**config.mk**
```make
export PLATFORM = sky130hd
export DESIGN_NAME = port_a_gpio
export DESIGN_NICKNAME = d
export VERILOG_FILES = /design/src/hdl/port_a_pkg.sv /design/src/hdl/pin_sync.sv /design/src/hdl/port_a_gpio.sv
export SDC_FILE = /design/constraint.sdc
export NUM_CORES = 1
export LEC_CHECK = 0
export BUFFER_PORTS_ARGS = -buffer_cell sky130_fd_sc_hd__buf_2
export CAP_MARGIN = 10
export CORE_UTILIZATION = 52
export DETAILED_ROUTE_END_ITERATION = 10
export PLACE_DENSITY = 0.85
export SKIP_CTS_REPAIR_TIMING = 1
export SLEW_MARGIN = 5
export SYNTH_ARGS = -nofsm -noshare
export SYNTH_HDL_FRONTEND = slang
export SYNTH_HIERARCHICAL = 1
export SYNTH_SLANG_ARGS = --single-unit
```
**constraint.sdc**
```tcl
create_clock -name pclk -period 5 [get_ports pclk]
set_clock_uncertainty 0.2 [all_clocks]
set_input_delay 0.25 -clock pclk [delete_from_list [all_inputs] [get_ports pclk]]
set_output_delay 0.25 -clock pclk [all_outputs]
set_load 0.005 [all_outputs]
```
**src/hdl/port_a_pkg.sv**
```systemverilog
// Package: register map, reset values and carrier types of the port block
package port_a_pkg;
    localparam int          PORT_WIDTH    = 6;
    localparam int          ADDR_WIDTH    = 8;
    // Register byte offsets
    localparam logic [7:0]  OFF_PIN_LEVELS   = 8'h00;
    localparam logic [7:0]  OFF_OUT_LATCH    = 8'h04;
    localparam logic [7:0]  OFF_DIRECTION    = 8'h08;
    localparam logic [7:0]  OFF_CONV_CONFIG  = 8'h0C;
    localparam logic [7:0]  OFF_COMP_CONTROL = 8'h10;
    // Values after reset
    localparam logic [5:0]  RST_OUT_LATCH    = 6'h00;
    localparam logic [5:0]  RST_DIRECTION    = 6'h3F;
    localparam logic [5:0]  RST_CONV_CONFIG  = 6'h00;
    localparam logic        RST_COMP_REF_OE  = 1'b0;
    // Field positions in the converter configuration register
    localparam int          SEL_LSB          = 0;
    localparam int          SEL_MSB          = 3;
    localparam int          REF_LSB          = 4;
    localparam int          REF_MSB          = 5;
    // Field position of the reference output enable
    localparam int          COMP_REF_OE_BIT  = 0;
    // Pin carrying the timer clock and pin shared with reference output
    localparam int          TIMER_PIN        = 4;
    localparam int          COMP_REF_PIN     = 2;
    // Number of analog channels and of synchroniser stages
    localparam logic [3:0]  ANALOG_CHANNELS  = 4'h5;
    localparam int          SYNC_STAGES      = 2;

    // Drive toward the pad ring
    typedef struct packed {
        logic [PORT_WIDTH-1:0] level;
        logic [PORT_WIDTH-1:0] enable;
    } pin_drive_t;
endpackage : port_a_pkg

```
**src/hdl/pin_sync.sv**
```systemverilog
// Two-stage synchroniser for the port input pins
module pin_sync #(
    parameter int WIDTH = 6
) (
    input  wire logic             pclk,
    input  wire logic             presetn,
    input  wire logic             clk_en,
    input  wire logic [WIDTH-1:0] pin_in,
    output logic      [WIDTH-1:0] pin_sync_out
);
    logic [WIDTH-1:0] stage_a;
    logic [WIDTH-1:0] stage_b;

    // One flop pair per pin; the first stage feeds only the second
    for (genvar i = 0; i < WIDTH; i++) begin : g_bit
        always_ff @(posedge pclk or negedge presetn) begin
            if (!presetn) begin
                stage_a[i] <= 1'b0;
                stage_b[i] <= 1'b0;
            end else if (clk_en) begin
                stage_a[i] <= pin_in[i];
                stage_b[i] <= stage_a[i];
            end
        end
    end

    assign pin_sync_out = stage_b;
endmodule // pin_sync

```
**src/hdl/port_a_gpio.sv**
```systemverilog
// Six-bit general purpose port with analog sharing and an APB register file
// Summary of operation
// - A pin whose direction bit is 0 is driven from its latch bit, analog use or not.
// - A pin whose direction bit is 1 is read as digital input unless analog is enabled there.
// - After reset pins 0 to 3 and 5 are analog inputs, with no effect on output drive.
// - Pin 4 resets as a digital input and its buffered level also feeds the timer clock.
// - Pin 2 neither drives nor reads while the comparator reference output is enabled.
// - Direction bit n sets pin n; writing 0CFh gives inputs on pins 3 to 0, outputs on 5 and 4.
// - Bits 7 and 6 of levels, latch and direction read 0 and ignore writes.
// - The levels register reads the pins, a write to it loads the latch, the latch reads back.
// - Analog pins read as 0 through the levels register; pin 4 is always digital.
// - Analog or digital use of pins 5 and 3 to 0 follows the 4-bit select field.
module port_a_gpio
    import port_a_pkg::*;
#(
    parameter int WIDTH = PORT_WIDTH
) (
    input  wire logic                      pclk,
    input  wire logic                      presetn,
    input  wire logic                      clk_en,
    input  wire logic                      psel,
    input  wire logic                      penable,
    input  wire logic                      pwrite,
    input  wire logic [ADDR_WIDTH-1:0]     paddr,
    input  wire logic [31:0]               pwdata,
    input  wire logic [3:0]                pstrb,
    output logic      [31:0]               prdata,
    output logic                           pready,
    output logic                           pslverr,
    input  wire logic [WIDTH-1:0]          pin_in,
    output port_a_pkg::pin_drive_t         pin_drive,
    output logic      [WIDTH-1:0]          analog_enable,
    output logic                           comparator_reference_output,
    output logic                           timer_clock_input
);
    import port_a_pkg::*;

    // Elaboration check: the pin map is fixed at six pins
    if (WIDTH != PORT_WIDTH) begin : g_width_check
        $error("port_a_gpio supports exactly six pins");
    end

    logic [WIDTH-1:0] port_output_latch;
    logic [WIDTH-1:0] port_direction;
    logic [5:0]       converter_pin_config;
    logic             comp_ref_oe;
    logic [WIDTH-1:0] next_latch;
    logic [WIDTH-1:0] next_direction;
    logic [5:0]       next_config;
    logic             next_comp_ref_oe;
    logic [31:0]      next_prdata;
    logic             next_pready;
    logic             next_pslverr;
    pin_drive_t       next_drive;
    logic [WIDTH-1:0] next_analog;
    logic             next_timer_clk;
    logic [WIDTH-1:0] pin_level;
    logic [WIDTH-1:0] analog_sel;
    logic [WIDTH-1:0] input_enable;
    logic [WIDTH-1:0] port_pin_levels;
    logic [3:0]       analog_pin_select;
    logic             acc_done;
    logic             wr_en;
    logic             rd_phase;
    logic             mapped;

    // Pin levels are sampled on pclk before any use
    pin_sync #(
        .WIDTH        (WIDTH)
    ) u_sync (
        .pclk         (pclk),
        .presetn      (presetn),
        .clk_en       (clk_en),
        .pin_in       (pin_in),
        .pin_sync_out (pin_level)
    );

    assign analog_pin_select = converter_pin_config[SEL_MSB:SEL_LSB];

    // Analog select decode from the configuration field; code 0 (reset)
    // makes every analog-capable pin analog, five and above none of them
    function automatic logic [WIDTH-1:0] decode_analog(
        input logic [3:0] sel);
        logic [3:0]       count;
        logic [WIDTH-1:0] mask;
        count = (sel > ANALOG_CHANNELS) ? 4'h0 : 4'(ANALOG_CHANNELS - sel);
        mask  = '0;
        // Channels 0 to 3 sit on pins 0 to 3, channel 4 on pin 5
        mask[0] = (count > 4'h0);
        mask[1] = (count > 4'h1);
        mask[2] = (count > 4'h2);
        mask[3] = (count > 4'h3);
        mask[5] = (count > 4'h4);
        return mask; // Pin 4 never analog
    endfunction

    // Per-pin digital input gating; analog use or the reference output
    // blanks the digital read path of its pin
    always_comb begin
        analog_sel   = decode_analog(analog_pin_select);
        input_enable = ~analog_sel;
        if (comp_ref_oe) begin
            input_enable[COMP_REF_PIN] = 1'b0;
        end
        port_pin_levels = pin_level & input_enable;
    end

    // APB access decode; pready is registered, so every access with clk_en
    // held high takes exactly one wait state and acc_done marks the cycle in
    // which the master samples pready high
    always_comb begin
        acc_done = psel && penable && pready;
        wr_en    = acc_done && pwrite;
        rd_phase = psel && penable && !pready;
        case (paddr)
            OFF_PIN_LEVELS, OFF_OUT_LATCH, OFF_DIRECTION,
            OFF_CONV_CONFIG, OFF_COMP_CONTROL: mapped = 1'b1;
            default:                           mapped = 1'b0;
        endcase
    end

    // Register next values; upper bits of each field are dropped
    always_comb begin
        next_latch       = port_output_latch;
        next_direction   = port_direction;
        next_config      = converter_pin_config;
        next_comp_ref_oe = comp_ref_oe;
        if (wr_en && pstrb[0]) begin
            case (paddr)
                OFF_PIN_LEVELS:   next_latch = pwdata[WIDTH-1:0];
                OFF_OUT_LATCH:    next_latch = pwdata[WIDTH-1:0];
                OFF_DIRECTION:    next_direction = pwdata[WIDTH-1:0];
                OFF_CONV_CONFIG:  next_config = pwdata[5:0];
                OFF_COMP_CONTROL: next_comp_ref_oe =
                                      pwdata[COMP_REF_OE_BIT];
                default:          next_latch = port_output_latch;
            endcase
        end
    end

    // Read data and handshake: one wait state, data held with pready
    always_comb begin
        next_pready  = rd_phase;
        next_pslverr = rd_phase && !mapped;
        next_prdata  = prdata;
        if (rd_phase) begin
            next_prdata = 32'h0000_0000;
            if (!pwrite) begin
                case (paddr)
                    OFF_PIN_LEVELS:   next_prdata[WIDTH-1:0] =
                                          port_pin_levels;
                    OFF_OUT_LATCH:    next_prdata[WIDTH-1:0] =
                                          port_output_latch;
                    OFF_DIRECTION:    next_prdata[WIDTH-1:0] =
                                          port_direction;
                    OFF_CONV_CONFIG:  next_prdata[5:0] = converter_pin_config;
                    OFF_COMP_CONTROL: next_prdata[COMP_REF_OE_BIT] =
                                          comp_ref_oe;
                    default:          next_prdata = 32'h0000_0000;
                endcase
            end
        end
    end

    // Pin drive from next register values so the flop output changes at
    // the very edge that completes the write, with no extra cycle of lag
    always_comb begin
        next_drive.level  = next_latch;
        next_drive.enable = ~next_direction;
        if (next_comp_ref_oe) begin
            next_drive.enable[COMP_REF_PIN] = 1'b0;
        end
        next_analog    = decode_analog(next_config[SEL_MSB:SEL_LSB]);
        next_timer_clk = pin_level[TIMER_PIN];
    end

    // Register file; clk_en low freezes everything
    always_ff @(posedge pclk or negedge presetn) begin
        if (!presetn) begin
            port_output_latch    <= RST_OUT_LATCH;
            port_direction       <= RST_DIRECTION;
            converter_pin_config <= RST_CONV_CONFIG;
            comp_ref_oe          <= RST_COMP_REF_OE;
        end else if (clk_en) begin
            port_output_latch    <= next_latch;
            port_direction       <= next_direction;
            converter_pin_config <= next_config;
            comp_ref_oe          <= next_comp_ref_oe;
        end
    end

    // Bus response registers; a frozen clock stretches the wait state
    always_ff @(posedge pclk or negedge presetn) begin
        if (!presetn) begin
            prdata  <= 32'h0000_0000;
            pready  <= 1'b0;
            pslverr <= 1'b0;
        end else if (clk_en) begin
            prdata  <= next_prdata;
            pready  <= next_pready;
            pslverr <= next_pslverr;
        end
    end

    // Pin-side outputs; no pin is driven while reset is held
    always_ff @(posedge pclk or negedge presetn) begin
        if (!presetn) begin
            pin_drive                   <= '0;
            analog_enable               <= '0;
            comparator_reference_output <= 1'b0;
            timer_clock_input           <= 1'b0;
        end else if (clk_en) begin
            pin_drive                   <= next_drive;
            analog_enable               <= next_analog;
            comparator_reference_output <= next_comp_ref_oe;
            timer_clock_input           <= next_timer_clk;
        end
    end
endmodule // port_a_gpio

```
Yosys cells after proc, flatten, opt, wreduce, memory -nomap -nowiden
Cells that the tools add are included.
Storage, ports and cells
  bits in registers: 77
  logic and storage cells: 74
Cells by class
  equality and inequality tests: 4
  muxes and demuxes: 16
  add/sub/neg operators: 2
  magnitude comparators: 12
  bitwise logic cells: 3
  reductions and logical operators: 14
Operators with widths (count)
  $mux W6: 5
  $pmux W5 S4: 1
  $eq A8 B4 Y1 const B: 2
  $gt A4 B1 Y1 const B: 4
  $gt A4 B2 Y1 const B: 4
  $gt A4 B3 Y1 const B: 4
  $mux W4: 4
  $not A6 Y6: 2
  $eq A8 B3 Y1 const B: 1
  $eq A8 B5 Y1 const B: 1
  $logic_not A8 Y1: 1
  $sub A3 B4 Y4 const A: 2
  $and A6 B6 Y6: 1
  $logic_and A1 B1 Y1: 6
  $reduce_and A3 Y1: 2
  $mux W1: 5
  $pmux W1 S5: 1
  $reduce_or A5 Y1: 1
  $logic_not A1 Y1: 2
  $reduce_and A2 Y1: 1
  $reduce_or A2 Y1: 1

Depth between registers and ports, before layout
  depth in word-level cells: 8
  gate-level depth with buffers: 9
  mapped depth without buffers: 8

Hierarchy
The synthesis kept the hierarchy.
Modules (own cells, without submodules)
  port_a_gpio: seq. area each 983.4 um^2, cells an instance 212, instances 1, area an instance 2262.2 um^2
  pin_sync: seq. area each 300.3 um^2, cells an instance 25, instances 1, area an instance 484.2 um^2

Worst setup path after synthesis
Ideal clock, no wire load.
  path kind: flip-flop to flip-flop
  from: register pready
  to: register analog_enable[3]
  slack: 2023 ps
  buffers on the path: 0
  setup time: 135 ps
  cell stages (with the launch flop): 9
  period minus slack after synthesis: 2977 ps
  arrival: 2641 ps
  cell sequence: dfrtp_1 > or4b_4 > nor4_2 > mux2_2 > ha_1 > nor2b_1 > nor3_1 > a21oi_1 > o21ai_0
Between the ends
  cells in the longest elaborated chain, start to end: 7
  elaborated cells on any way between the ends: 8
  those cells by class: 1 x add/sub; 2 x order compare; 2 x mux; 3 x reduce/logical
Ends and longest elaborated chain
  start: declaration: RTL line port_a_gpio.sv:28  | output logic pready,
  start signal: assignment: RTL line port_a_gpio.sv:200  | pready <= next_pready;
  $logic_and A1 B1 Y1 *: RTL line port_a_gpio.sv:112  | acc_done = psel && penable && pready;
  $logic_and A1 B1 Y1 *: RTL line port_a_gpio.sv:113  | wr_en = acc_done && pwrite;
  $logic_and A1 B1 Y1 *: RTL line port_a_gpio.sv:128  | if (wr_en && pstrb[0]) begin
  $mux W4 *: RTL line port_a_gpio.sv:128
  named net next_config[2]: RTL line port_a_gpio.sv:49  | logic [5:0] next_config;
  $sub A3 B4 Y4 / $gt A4 B3 Y1 (equally long branches): RTL line port_a_gpio.sv:86  | count = (sel > ANALOG_CHANNELS) ? 4'h0 : 4'(ANALOG_CHANNELS - sel);
  $mux W4 *: RTL line port_a_gpio.sv:86
  $gt A4 B2 Y1 *: RTL line port_a_gpio.sv:92  | mask[3] = (count > 4'h3);
  end signal: assignment: RTL line port_a_gpio.sv:214  | analog_enable <= next_analog;
  end: declaration: RTL line port_a_gpio.sv:32  | output logic [WIDTH-1:0] analog_enable,
The timed path passes the listed nets; every way through them passes the cells marked *.
A chain may end at the register's enable or synchronous reset.

Worst setup path after layout
Ends and elaborated chain as after synthesis.

==> impl_metrics.toml <==
[run_status]
status = "complete, no violations"

[placed_design]
io_buffer_count = 53
dpl.hpwl_um = 3910
dp.cells = 353
gp_congestion = 0.850

[clocking]
clockBufferDepth = 2
root_buffer = "clkbuf_8"
numCtsBuffers = 5
cts.sinks = 51
clk_pin_slew_ns = 0.09
clock_latency_ns = 0.31
h-tree-depth = 2
cts_tree = "yes"

[logic_synthesis]
syn_area_mm2 = 0.00275
synth_edf_count = 0
syn_avg_cell_area_um2 = 11.6
synth_top_area_share_pct = 41.0
syn_inst = 237
synth.area.top_cells = "dfrtp_1 (41%), mux2_2 (12%), buf_4 (7.4%), dfstp_2 (5.7%), mux2_4 (5.5%)"
synth_top_cell_by_area = "dfrtp_1"
ys_ff_latch = 51
synthArstFlopShare_pct = 100
yosys_warnings = 6
synth.distinct_cells = 44
synthFlopType = "dfrtp_1"
ys_seq_area_share_pct = 46.7

[detailed_routing]
avgRoutedWirePerCell_um = 14.6
ant_nets = 0
drc = 0
num_vias = 1931
drt-vias-per-instance = 5.23
first_pass_iters = 4
first_iter_violations = 164
wirelength_um = 5400

[global_route]
grt_use_met3_pct = 5.09
grt_pass1_vias = 1807
grt_pass1_wl_um = 8830
antenna_found_initial = 0
grt_max_degree = 52
met1_usage_pct = 29.4
grt_use_met2_pct = 34.4
grt_overflow = 0
grtUsageTotal_pct = 21.7
top_usage_layer = "met2"

[sta]
period_needed_ns = 3.28
worst_pin_slew_ns = 0.750
max_freq_ghz = 0.305
hold_viol_final = 0
setup_tns_ns = 0
rsz0062_at_grt = "false"
fin_crit_sh_pct = 65.5
max-slew-margin-rel_pct = 49.6
setup_viol = 0
slew_violations = 0

[worst_hold_path]
hold_end = "converter_pin_config[4]"
hold_path_depth = 2
min_path_type = "input pin to register"
holdCritStartpoint = "pwdata[4]"

[floorplan]
core_mm2 = 0.00511
row_count = 26
die_w_um = 74.7
start_util_pct = 53.8
fp.dieArea_mm2 = 0.00558
dieHeight_um = 74.7
ios = 110

[final_layout]
num_antenna_cells = 0
fin_cells = 369
area_growth_pct = 15.1
drive_gt1_share_pct = 38.8
nets = 356

[pwr]
seq_power_share_pct = 55.6
p_sw_uw = 197
clock_power_share_pct = 32.2
intPower_uw = 608
power_frac_comb_pct = 12.2
netSwitchingFraction_pct = 24.5
pwr_density_cell_mw_per_mm2 = 255
peakVddDrop_mv = 0.204
p_leak_nw = 1.51

[setup_path]
r2r_start = "pready"
r2r_slack_ns = 1.72
cp-end-kind = "register"
crit_arrival_ns = 3.26
crit_fanout = 7
r2r-end = "analog_enable[3]"
worst-setup-path-type = "register to register"
start_kind = "register"
required_ns = 4.98
r2r_cells = 8

[flow_run]
cap_violations = 0
==> cell families after synthesis <==
kind of cell	share of synthesized area (%)
AND/OR/NAND/NOR	11.1
flip-flops	46.7
multiplexers	22.2
other	0.137
buffers and inverters	10.3
AO/OA/AOI/OAI	8.61
adder cells (fa/ha/maj)	0.911
==> cell usage after synthesis (all sizes together) (3+ instances only) <==
cell    instances
buf            29
dfrtp          45
or4             4
mux2i          10
dfstp           6
mux2           40
nor2b           7
o21ai          13
nand3b          3
o22ai           3
clkbuf          5
inv            12
nand2          14
nor2            5
nand2b          3
a21oi           6
nand4           3
==> registers in the layout (all words and copies together) (netlist names) <==
signal,flops
analog_enable,5
comparator_reference_output,1
converter_pin_config,6
pin_drive,12
port_direction,6
prdata,6
pready,1
pslverr,1
timer_clock_input,1
u_sync/pin_sync_out,6
u_sync/stage_a,6
==> cells in the final DEF (no fill, tap or decap), types with 10 or more instances in the layout <==
| master | count |
|---|---|
| buf_2 | 53 |
| conb_1 | 27 |
| dfrtp_1 | 45 |
| inv_1 | 12 |
| mux2_2 | 30 |
| mux2_4 | 10 |
| mux2i_1 | 10 |
| nand2_1 | 13 |
| o21ai_0 | 13 |
==> how the worst max path moves through the flow <==
stage / start / end / slack [ns] / depth (start not counted)
after floorplan: pready / analog_enable[3] / 2.02 / 8
after global placement: paddr[6] / analog_enable[3] / 1.79 / 9
after detailed placement: paddr[6] / analog_enable[3] / 1.75 / 9
after CTS: pready / analog_enable[3] / 1.77 / 8
after global routing: pready / analog_enable[3] / 1.51 / 8
final: pready / analog_enable[3] / 1.72 / 8
==> metrics by stage <==
stage          instance area [um2]  worst slack [ns]  power (mW)  utilization [%]  hold WS [ns]
2_1_floorplan                 2840              2.02       0.521                -        -0.246
3_3_place_gp                  2970              1.79       0.545             58.1         0.264
3_5_place_dp                  2970              1.75       0.549             58.1         0.271
4_1_cts                       3070              1.77       0.809             60.1       -0.0385
5_1_grt                       3160              1.51       0.843             61.9        0.0325
6_report                      3160              1.72       0.806             61.9        0.0282
==> power by group through the flow <==
stage | Sequential, mW | Combinational, mW | Clock [mW]
finish | 0.448 | 0.0985 | 0.259
global route | 0.451 | 0.111 | 0.281
CTS | 0.448 | 0.0935 | 0.267
detailed placement | 0.456 | 0.0930 | 0
global placement | 0.454 | 0.0909 | 0
floorplan | 0.452 | 0.0687 | 0
==> layer usage <==
layer  wire [um]  share of wire, %  vias up
li1            -                 -      912
met1        2410                45      941
met2        2640                49       70
met3         278               5.1        8
met4          77               1.4        0
met5           0                 0        -
==> critical path: stages (launching register included) <==
cell and delay (ns):
dfrtp_1 0.39, or4b_4 0.48, nor4_2 0.68, mux2_2 0.41
ha_1 0.29, nor2b_1 0.29, nor3_1 0.10, a21oi_1 0.20
o21ai_0 0.11
==> final cells by class <==
cell class                      count  area, um2
Clock buffer                        7       96.3
Clock inverter                      1       7.51
Fill cell                         428       1950
Inverter                           12       45.0
Multi-Input combinational cell    166       1280
Sequential cell                    51       1280
Tap cell                           70       87.6
Timing Repair Buffer               62        363
(Power assumes the default switching activity.)
